===== src/shared/idr_pkg.sv =====
// Constants and types shared by the identify responder files
package idr_pkg;

	// ****************
	// Task file
	// ****************
	localparam logic [2:0] ADDR_DEVHEAD = 3'h6;
	localparam logic [2:0] ADDR_COMMAND = 3'h7;
	localparam logic [7:0] CMD_IDENTIFY = 8'hEC;
	localparam logic [7:0] DH_ONES_MASK = 8'hA0;
	localparam int DH_DEV_BIT = 4;

	// ****************
	// Status and error fields
	// ****************
	localparam int ST_BUSY_BIT = 7;
	localparam int ST_READY_BIT = 6;
	localparam int ST_DEVICE_FAULT_BIT = 5;
	localparam int ST_SEEK_COMPLETE_BIT = 4;
	localparam int ST_DATA_REQ_BIT = 3;
	localparam int ST_CORRECTED_DATA_BIT = 2;
	localparam int ST_ERROR_BIT = 0;
	localparam int ER_ABORT_ERROR_BIT = 2;
	localparam logic [7:0] STATUS_RESET = 8'h50;
	localparam logic [7:0] ERROR_RESET = 8'h00;
	localparam logic [7:0] ERROR_ABORT_ONLY = 8'h04;

	// ****************
	// Identify data
	// ****************
	localparam logic [8:0] SECTOR_WORDS = 9'h100;
	localparam logic [15:0] W_CONFIG_COMPLETE = 16'h045A;
	localparam logic [15:0] W_SPIN_NEED_SETF = 16'h738C;
	localparam logic [15:0] W_SPIN_NO_SETF = 16'hC837;
	localparam logic [15:0] W_SECTORS_PER_TRACK = 16'h003F;
	localparam logic [15:0] W_CTRL_TYPE = 16'h0003;
	localparam logic [15:0] W_RESERVED_22 = 16'h0038;
	localparam logic [7:0] W_MULTI_UPPER = 8'h80;
	localparam logic [15:0] W_SECURE_BASE = 16'h4000;
	localparam logic [31:0] BUF_64MB_UNITS = 32'h0002_0000;
	localparam logic [8:0] W_SERIAL_FIRST = 9'h00A;
	localparam logic [8:0] W_FW_FIRST = 9'h017;
	localparam logic [8:0] W_MODEL_FIRST = 9'h01B;

	typedef enum logic [2:0] {
		ST_IDLE = 3'b001,
		ST_BUSY = 3'b010,
		ST_XFER = 3'b100
	} idr_state_t;

endpackage


===== src/shared/idr_if.sv =====
// Valid/ready word channel between the word generator and the buffer
`timescale 1ns/1ns
`default_nettype none
interface idr_if #(parameter int W = 16);
	logic valid;
	logic ready;
	logic [W-1:0] data;
	modport src (output valid, output data, input ready);
	modport snk (input valid, input data, output ready);
endinterface
`default_nettype wire


===== src/core/idr_buf.sv =====
// Two-entry buffer on the identify data path
`timescale 1ns/1ns
`default_nettype none
module idr_buf #(
	parameter int W = 16
) (
	input wire logic clk,
	input wire logic rst_n,
	idr_if.snk in_s,
	output logic out_valid,
	input wire logic out_ready,
	output logic [W-1:0] out_data
);
	import idr_pkg::*;

	logic [W-1:0] mem_q [2];
	logic [W-1:0] mem_d [2];
	logic rd_q, rd_d, wr_q, wr_d;
	logic [1:0] cnt_q, cnt_d;
	logic push, pop;

	// Ready depends only on fill level, never on out_ready
	assign in_s.ready = (cnt_q != 2'h2);
	assign out_valid = (cnt_q != 2'h0);
	assign out_data = mem_q[rd_q];
	assign push = in_s.valid && in_s.ready;
	assign pop = out_valid && out_ready;

	always_comb begin
		mem_d = mem_q;
		rd_d = rd_q;
		wr_d = wr_q;
		cnt_d = cnt_q;
		if (push) begin
			mem_d[wr_q] = in_s.data;
			wr_d = ~wr_q;
		end
		if (pop) begin
			rd_d = ~rd_q;
		end
		if (push && !pop) begin
			cnt_d = cnt_q + 2'h1;
		end else if (pop && !push) begin
			cnt_d = cnt_q - 2'h1;
		end
	end

	always_ff @(posedge clk or negedge rst_n) begin
		if (!rst_n) begin
			mem_q[0] <= '0;
			mem_q[1] <= '0;
			rd_q <= 1'b0;
			wr_q <= 1'b0;
			cnt_q <= 2'h0;
		end else begin
			mem_q <= mem_d;
			rd_q <= rd_d;
			wr_q <= wr_d;
			cnt_q <= cnt_d;
		end
	end

endmodule // idr_buf
`default_nettype wire


===== src/core/idr_top.sv =====
// Identify command responder: task file decode, identify word generator, status
`timescale 1ns/1ns
`default_nettype none
module idr_top #(
	parameter logic DEV_SELECT = 1'b0,
	parameter logic [15:0] CYLINDERS = 16'h3FFF,
	parameter logic [7:0] HEADS = 8'h10,
	parameter logic [31:0] BUF_SECTORS = 32'h0002_0000,
	parameter logic [7:0] MULTI_MAX = 8'h10,
	parameter logic SPINUP_NEEDS_SETF = 1'b0,
	parameter logic SECURE_SUPPORTED = 1'b0,
	parameter logic [159:0] SERIAL_TEXT = '0,
	parameter logic [63:0] FW_TEXT = 64'h3130_3030_3030_3030,
	parameter logic [319:0] MODEL_TEXT = {20{16'h2020}}
) (
	input wire logic clk,
	input wire logic reset_n,
	input wire logic host_wr,
	input wire logic [2:0] host_addr,
	input wire logic [7:0] host_wdata,
	output logic data_valid,
	input wire logic data_ready,
	output logic [15:0] data_word,
	output logic [7:0] command_status_flags,
	output logic [7:0] command_error_flags
);
	import idr_pkg::*;

	// ****************
	// Reset release
	// ****************
	logic rst_meta_q, rst_n_q;

	always_ff @(posedge clk or negedge reset_n) begin
		if (!reset_n) begin
			rst_meta_q <= 1'b0;
			rst_n_q <= 1'b0;
		end else begin
			rst_meta_q <= 1'b1;
			rst_n_q <= rst_meta_q;
		end
	end

	// ****************
	// Identify word table
	// ****************
	function automatic logic [15:0] text_word(input logic [319:0] txt, input int n, input int idx);
		logic [319:0] sh;
		sh = txt << (16 * idx);
		return sh[319 -: 16] & {16{idx < n}};
	endfunction

	function automatic logic [15:0] word_at(input logic [8:0] idx);
		logic [15:0] w;
		w = 16'h0000;
		case (idx) inside
			9'h000: w = W_CONFIG_COMPLETE;
			9'h001: w = CYLINDERS;
			9'h002: w = SPINUP_NEEDS_SETF ? W_SPIN_NEED_SETF : W_SPIN_NO_SETF;
			9'h003: w = {8'h00, HEADS};
			9'h006: w = W_SECTORS_PER_TRACK;
			9'h004, 9'h005, 9'h007, 9'h008, 9'h009: w = 16'h0000;
			[9'h00A:9'h013]: w = text_word({SERIAL_TEXT, 160'h0}, 10, 32'(idx - W_SERIAL_FIRST));
			9'h014: w = W_CTRL_TYPE;
			9'h015: w = (BUF_SECTORS == BUF_64MB_UNITS) ? 16'h0000 : BUF_SECTORS[15:0];
			9'h016: w = W_RESERVED_22;
			[9'h017:9'h01A]: w = text_word({FW_TEXT, 256'h0}, 4, 32'(idx - W_FW_FIRST));
			[9'h01B:9'h02E]: w = text_word(MODEL_TEXT, 20, 32'(idx - W_MODEL_FIRST));
			9'h02F: w = {W_MULTI_UPPER, MULTI_MAX};
			9'h030: w = W_SECURE_BASE | {15'h0000, SECURE_SUPPORTED};
			// Words beyond 48, up to 255, are still produced by this block and read zero
			default: w = 16'h0000;
		endcase
		return w;
	endfunction

	// ****************
	// Command decode and sequencing
	// ****************
	idr_state_t state_q, state_d;
	logic [8:0] word_q, word_d;
	logic [7:0] devhead_q, devhead_d;
	logic [7:0] status_q, status_d;
	logic [7:0] error_q, error_d;
	logic cmd_wr, selected, gen_push;

	idr_if #(.W(16)) gen_s ();

	assign cmd_wr = host_wr && (host_addr == ADDR_COMMAND);
	// Drive is addressed only when the host kept the fixed ones and picked our number
	assign selected = ((devhead_q & DH_ONES_MASK) == DH_ONES_MASK) && (devhead_q[DH_DEV_BIT] == DEV_SELECT);
	assign gen_s.valid = (state_q == ST_XFER) && (word_q != SECTOR_WORDS);
	assign gen_s.data = word_at(word_q);
	assign gen_push = gen_s.valid && gen_s.ready;

	always_comb begin
		state_d = state_q;
		word_d = word_q;
		devhead_d = devhead_q;
		status_d = status_q;
		error_d = error_q;
		if (host_wr && host_addr == ADDR_DEVHEAD && state_q == ST_IDLE) begin
			devhead_d = host_wdata;
		end
		case (state_q)
			ST_IDLE: begin
				// Writes while a command runs are dropped
				if (cmd_wr && selected) begin
					error_d = ERROR_RESET;
					status_d = 8'h00;
					status_d[ST_BUSY_BIT] = 1'b1;
					if (host_wdata == CMD_IDENTIFY) begin
						state_d = ST_BUSY;
						word_d = 9'h000;
					end else begin
						state_d = ST_BUSY;
						word_d = SECTOR_WORDS;
						error_d = ERROR_ABORT_ONLY;
					end
				end
			end
			ST_BUSY: begin
				status_d[ST_BUSY_BIT] = 1'b0;
				status_d[ST_READY_BIT] = 1'b1;
				status_d[ST_SEEK_COMPLETE_BIT] = 1'b1;
				if (error_q[ER_ABORT_ERROR_BIT]) begin
					state_d = ST_IDLE;
					status_d[ST_ERROR_BIT] = 1'b1;
				end else begin
					state_d = ST_XFER;
					status_d[ST_DATA_REQ_BIT] = 1'b1;
				end
			end
			ST_XFER: begin
				if (gen_push) begin
					word_d = word_q + 9'h001;
				end
				// Done only once the host has drained the last buffered word
				if (word_q == SECTOR_WORDS && !data_valid) begin
					state_d = ST_IDLE;
					status_d = STATUS_RESET;
				end
			end
			default: begin
				state_d = ST_IDLE;
				status_d = STATUS_RESET;
			end
		endcase
	end

	always_ff @(posedge clk or negedge rst_n_q) begin
		if (!rst_n_q) begin
			state_q <= ST_IDLE;
			word_q <= 9'h000;
			devhead_q <= 8'h00;
			status_q <= STATUS_RESET;
			error_q <= ERROR_RESET;
		end else begin
			state_q <= state_d;
			word_q <= word_d;
			devhead_q <= devhead_d;
			status_q <= status_d;
			error_q <= error_d;
		end
	end

	assign command_status_flags = status_q;
	assign command_error_flags = error_q;

	// ****************
	// Data path buffer
	// ****************
	idr_buf #(.W(16)) u_buf (
		.clk(clk),
		.rst_n(rst_n_q),
		.in_s(gen_s),
		.out_valid(data_valid),
		.out_ready(data_ready),
		.out_data(data_word)
	);

	logic [9:0] pushed_q;
	always_ff @(posedge clk or negedge rst_n_q) begin
		if (!rst_n_q) begin
			pushed_q <= 10'h000;
		end else if (state_q == ST_IDLE) begin
			pushed_q <= 10'h000;
		end else if (gen_push) begin
			pushed_q <= pushed_q + 10'h001;
		end
	end
endmodule // idr_top
`default_nettype wire


===== config.mk =====
export PLATFORM = sky130hd
export DESIGN_NAME = idr_top
export DESIGN_NICKNAME = d
export VERILOG_FILES = /design/src/shared/idr_pkg.sv /design/src/shared/idr_if.sv /design/src/core/idr_buf.sv /design/src/core/idr_top.sv
export SDC_FILE = /design/constraint.sdc
export NUM_CORES = 1
export LEC_CHECK = 0
export ABC_AREA = 1
export BUFFER_PORTS_ARGS = -buffer_cell sky130_fd_sc_hd__buf_2
export CAP_MARGIN = 20
export CELL_PAD_IN_SITES_DETAIL_PLACEMENT = 1
export CELL_PAD_IN_SITES_GLOBAL_PLACEMENT = 1
export CORE_UTILIZATION = 42
export CTS_CLUSTER_SIZE = 25
export DETAILED_ROUTE_END_ITERATION = 6
export PLACE_DENSITY = 0.84
export SYNTH_ARGS = -nofsm -noshare
export SYNTH_HDL_FRONTEND = slang
export SYNTH_SLANG_ARGS = --single-unit

===== constraint.sdc =====
create_clock -name clk -period 2.3 [get_ports clk]
set_clock_uncertainty 0.15 [all_clocks]
set_input_delay 0.575 -clock clk [delete_from_list [all_inputs] [get_ports clk]]
set_output_delay 0.575 -clock clk [all_outputs]
set_load 0.005 [all_outputs]

Word level (Yosys, flattened, before mapping)

Cells that the tools add are included.

Register bits: 74
Input port bits: 15
Output and inout bits: 33
Logic and storage cells: 143

Reductions and logical operators: 29
Bitwise gates (word level): 9
Magnitude comparators: 12
Equal/unequal tests: 29
Add/subtract/negate cells: 6
Muxes and demuxes: 40
Shift operators: 3

Operators with widths:

| cell                       | number |
|---|---|
| $shl A318 B32 Y320 const A | 2 |
| $shl A1 B32 Y320 const A   | 1 |
| $mux W16                   | 17 |
| $and A16 B16 Y16           | 3 |
| $eq A9 B3 Y1 const B       | 4 |
| $bwmux W32                 | 1 |
| $eq A9 B5 Y1 const B       | 3 |
| $mux W9                    | 3 |
| $sub A9 B5 Y10 const B     | 2 |
| $eq A9 B2 Y1 const B       | 2 |
| $eq A9 B4 Y1 const B       | 2 |
| $eq A9 B6 Y1 const B       | 2 |
| $ge A9 B5 Y1 const B       | 2 |
| $le A9 B5 Y1 const B       | 2 |
| $pmux W9 S2                | 1 |
| $demux W16 S1              | 1 |
| $mux W8                    | 2 |
| $logic_and A1 B1 Y1        | 15 |
| $mux W15                   | 1 |
| $mux W3                    | 4 |
| $pmux W2 S3                | 2 |
| $reduce_and A3 Y1          | 4 |
| $lt A10 B4 Y1 const B      | 1 |
| $lt A10 B5 Y1 const B      | 1 |
| other kinds (31)           | 50 |

Depth between registers and ports, before layout

Word-level depth: 16
Mapped depth: 13
Mapped depth without buffers: 13

Modules after synthesis

Synthesis repeated with hierarchy kept, for this count alone.

Cells, all modules: 489
Area total of the unflattened synthesis: 3633.5 sq um

Modules (own cells, without submodules):

| module  | cells each | sequential area each (sq um) | instances | area each (sq um) |
|---|---|---|---|---|
| idr_top | 268        | 579.3                        | 1         | 1854.3 |
| idr_buf | 221        | 900.9                        | 1         | 1779.2 |

Worst setup path before layout

No wires, ideal clock.

Kind: register -> register
Start point: reg word_q[0]
End point: reg u_buf.cnt_q[1]
Setup slack: 0.086 ns
Buffers on the path: 0
Library setup time: 0.131 ns
Data required time: 2.019 ns
Clock period less this slack: 2.214 ns
Data arrival time: 1.933 ns
Cell stages (with the launch flop): 12
Cells stage by stage: dfrtp_1 inv_1 ha_1 inv_1 nor2_1 nand3_4 nand3_4 inv_1 ha_1 a21oi_1 o21ai_0 xor2_1

Cells in the longest elaborated chain, start to end: 6
Elaborated cells on any way between the ends: 8
Classes of those cells: 1 x eq/ne; 1 x mux; 6 x reduce/logical

RTL lines:

| element                      | RTL line       | RTL |
|---|---|---|
| start: declaration           | idr_top.sv:81  | `logic [8:0] word_q, word_d;` |
| start signal: assignment     | idr_top.sv:160 | `word_q <= word_d;` |
| $ne A9 B9 Y1 (*)             | idr_top.sv:92  | `assign gen_s.valid = (state_q == ST_XFER) && (word_q != SECTOR_WORDS);` |
| $logic_and A1 B1 Y1 (*)      | idr_top.sv:92  |  |
| $logic_and A1 B1 Y1 (*)      | n/a            |  |
| named net gen_push           | idr_top.sv:85  | `logic cmd_wr, selected, gen_push;` |
| $logic_not A1 Y1             | idr_buf.sv:43  | `end else if (pop && !push) begin` |
| $logic_and A1 B1 Y1          | idr_buf.sv:43  |  |
| $reduce_bool A2 Y1 (no line) | n/a            |  |
| end signal: assignment       | idr_buf.sv:59  | `cnt_q <= cnt_d;` |
| end: declaration             | idr_buf.sv:19  | `logic [1:0] cnt_q, cnt_d;` |

The timed path passes the listed nets; every way through them passes the cells marked *.
A chain may end at the register's enable or synchronous reset.

Worst setup path after layout

Same ends and word-level chain as after synthesis.

==> reports/results.tsv <==
metric	value	unit
delay of the slowest critical-path stage	430	ps
Layout Nets	514	
VDD IR max	0.000599	V
XOR/XNOR share of the synthesized area	0.0108	
commonest non-fill, non-tap cell in the layout	nand2_1	
vias per cell	5.04	
asr flop ratio synth	1.00	
most frequent cells in the layout	nand2_1, inv_1, dfrtp_1	
I/O Pins	48	
Combinational Power Share	0.510	
Leak Pwr	1.97	nW
final hold violations	0	
CTS tree	yes	
Initial Utilization	0.442	
setup violators final	0	
Seq/Total Area, Yosys	0.424	
vias in the first global route	3255	
compound-cell area share of the yosys netlist	0.129	
RePlAce Congestion	0.899	
synth unique cells	44	
all-layer global routing usage	0.234	
Cell Pwr Density	1160	mW/mm^2
Post-synth EDFFs	0	
clk buf depth	2	
fin. max-slew vios	0	
clock network power share	0.133	
CORE AREA	0.00737	mm^2
Switching Power	2.00	mW
CP Launch Type	flop	
flop2flop setup slack	100	ps
Post-DP HPWL	6640	um
Clock Latency Late Sink	320	ps
number of antenna violations at the first check in global routing	0	
Mapped Area	0.00326	mm^2
die footprint	0.00811	mm^2
share of layout cells above drive strength 1	0.222	
Critical Path, Cell by Cell	inv_1, ha_2, inv_1, nor2_4, nand3_4, nand3_4, inv_1, ha_4, a21oi_1, o21ai_0, xor2_1	
multiplexer share of the synthesized area	0.00346	
initial DRC count	104	
Post-Route WL	9010	um
WP buf/inv	3	
Ant. Diodes	0	
worst hold margin	128	ps
Post-Syn Instances	438	
Worst Path Required	2350	ps
Internal Dissipation	2.37	mW
Die Wd	90.1	um
area delta synth->final	15.9	%
Clock Sinks	55	
status	complete, no violations	
antenna viol nets, final	0	
critical path type	flop to flop	
# H-tree levels	2	
Cells after DPL	579	
Crit Path Max Fanout	5	
worst slack, placed	-95.6	ps
crit path max-delay cell type	dfrtp_1	
Sequential Power Share	0.357	
final worst setup slack	104	ps
Post-Synth Simple-Gate Area	0.295	
global-route wire length before repair	15500	um
DR vias	2991	
Fmax achieved	455	MHz
die height	90.1	um
total grt overflow	0	
Inserted Clock Buffers	5	
CP endpoint kind	flop	
CP delay by family, top	adder cells	
post-synthesis adder-cell area fraction	0.0192	
clock root buffer	clkbuf_8	
switch share	0.457	
WL/cell	15.2	um
I/O Buffers	37	
HP Class	flop to async pin	
main combinational cell family by area after synthesis	simple AND/OR/NAND/NOR gates	
Synth warnings	0	
DRC violations left	0	
most frequent CP cell	inv_1	
Finished Layout Cells	594	
CTS clk-pin slew, worst paths	110	ps
Main synth FF type	dfrtp_1	
max-capacitance violation count	0	
Std-Cell Rows	31	
largest net degree at the start of global routing	54	
syn_area_per_cell	7.44	um^2
fin crit share	0.955	
#FFs+latches synth	55	
Tot Pwr	4.37	mW
Critical Path AT	2250	ps
crit path time final	2200	ps
1st-pass router iterations	4	
[worst paths after layout]
kind | to | cells after the start | from
worst min-delay path | u_buf.mem_q[1] | 1 | rst_n_q
max in group asynchronous | rst_n_q | 2 | reset_n
worst max-delay path | u_buf.cnt_q[1] | 11 | word_q[0]
worst max register to register | u_buf.cnt_q[1] | 11 | word_q[0]
worst min register to register | u_buf.mem_q[1] | 1 | rst_n_q
min in group clk | rst_n_q | 0 | rst_meta_q
[state kept, by name, indices dropped and copies added (netlist names)]
name and count:
state_q 3, u_buf.wr_q 1, u_buf.cnt_q 2, command_status_flags 5, u_buf.rd_q 1, rst_meta_q 1
u_buf.mem_q 28, command_error_flags 1, devhead_q 3, rst_n_q 1, word_q 9
[cell families (layout without fill, tap and decap cells)]
logic type      after synthesis  count (layout)
fa+ha+maj                     5               5
simple gates                214             214
xor+xnor                      4               4
other cells                   2              11
buf+inv                      83             131
flops                        55              55
compound gates               74              74
mux                           1               1
[through the flow]
| stage | setup TNS [ps] | cell area (um^2) | utilization |
|---|---|---|---|
| after floorplan | 0 | 3290 | - |
| after global placement | 0 | 3590 | 0.487 |
| after detailed placement | -231 | 3590 | 0.487 |
| after CTS | 0 | 3700 | 0.503 |
| after global routing | -22.7 | 3780 | 0.513 |
| final | 0 | 3780 | 0.513 |
[power groups by stage]
stage	Clock, mW	Combinational (mW)	Sequential [mW]
finish	0.580	2.23	1.56
CTS	0.593	2.14	1.55
detailed placement	0	2.10	1.57
floorplan	0	1.44	1.53
global placement	0	2.00	1.54
global route	0.610	2.53	1.61
[synth_stat cells (all sizes together) (2+ instances only)]
master / n / area [um^2]
a21boi: 7 / 52.6
a21oi: 25 / 129
a31oi: 3 / 18.8
buf: 16 / 125
clkbuf: 3 / 12.5
conb: 2 / 7.51
dfrtp: 52 / 1300
dfstp: 3 / 78.8
ha: 5 / 62.6
inv: 63 / 236
nand2: 130 / 503
nand3: 22 / 135
nand4: 4 / 25.0
nor2: 44 / 210
nor3: 6 / 35.0
nor4: 2 / 12.5
o21a: 3 / 22.5
o21ai: 29 / 145
o31ai: 2 / 15.0
or2: 4 / 25.0
xor2: 3 / 26.3
[layout make-up]
cell class / count / area (um^2)
fill: 967 / 3590
multi-input combinational: 309 / 1570
sequential: 55 / 1380
timing repair buffer: 59 / 369
inverter: 64 / 244
tap: 99 / 124
clock buffer: 5 / 68.8
clock inverter: 3 / 23.8
[timing repair]
| item | in CTS | in global routing |
|---|---|---|
| resized for setup | 4 | 9 |
| endpoints found under the setup margin | 6 | 22 |
| cloned | 0 | 0 |
| buffers inserted | 0 | 6 |
| hold endpoints to repair | 2 | 0 |
| hold buffers | 1 | 0 |
| pin swaps | 0 | 3 |
[metal layers]
| metal | global-route usage | wire, um | part of all wire |
|---|---|---|---|
| met1 | 0.283 | 3860 | 0.43 |
| met2 | 0.426 | 4680 | 0.52 |
| met3 | 0.0321 | 269 | 0.030 |
| met4 | 0.0753 | 197 | 0.022 |
| met5 | 0 | 0 | 0 |
Power figures use the tool's default switching activity.
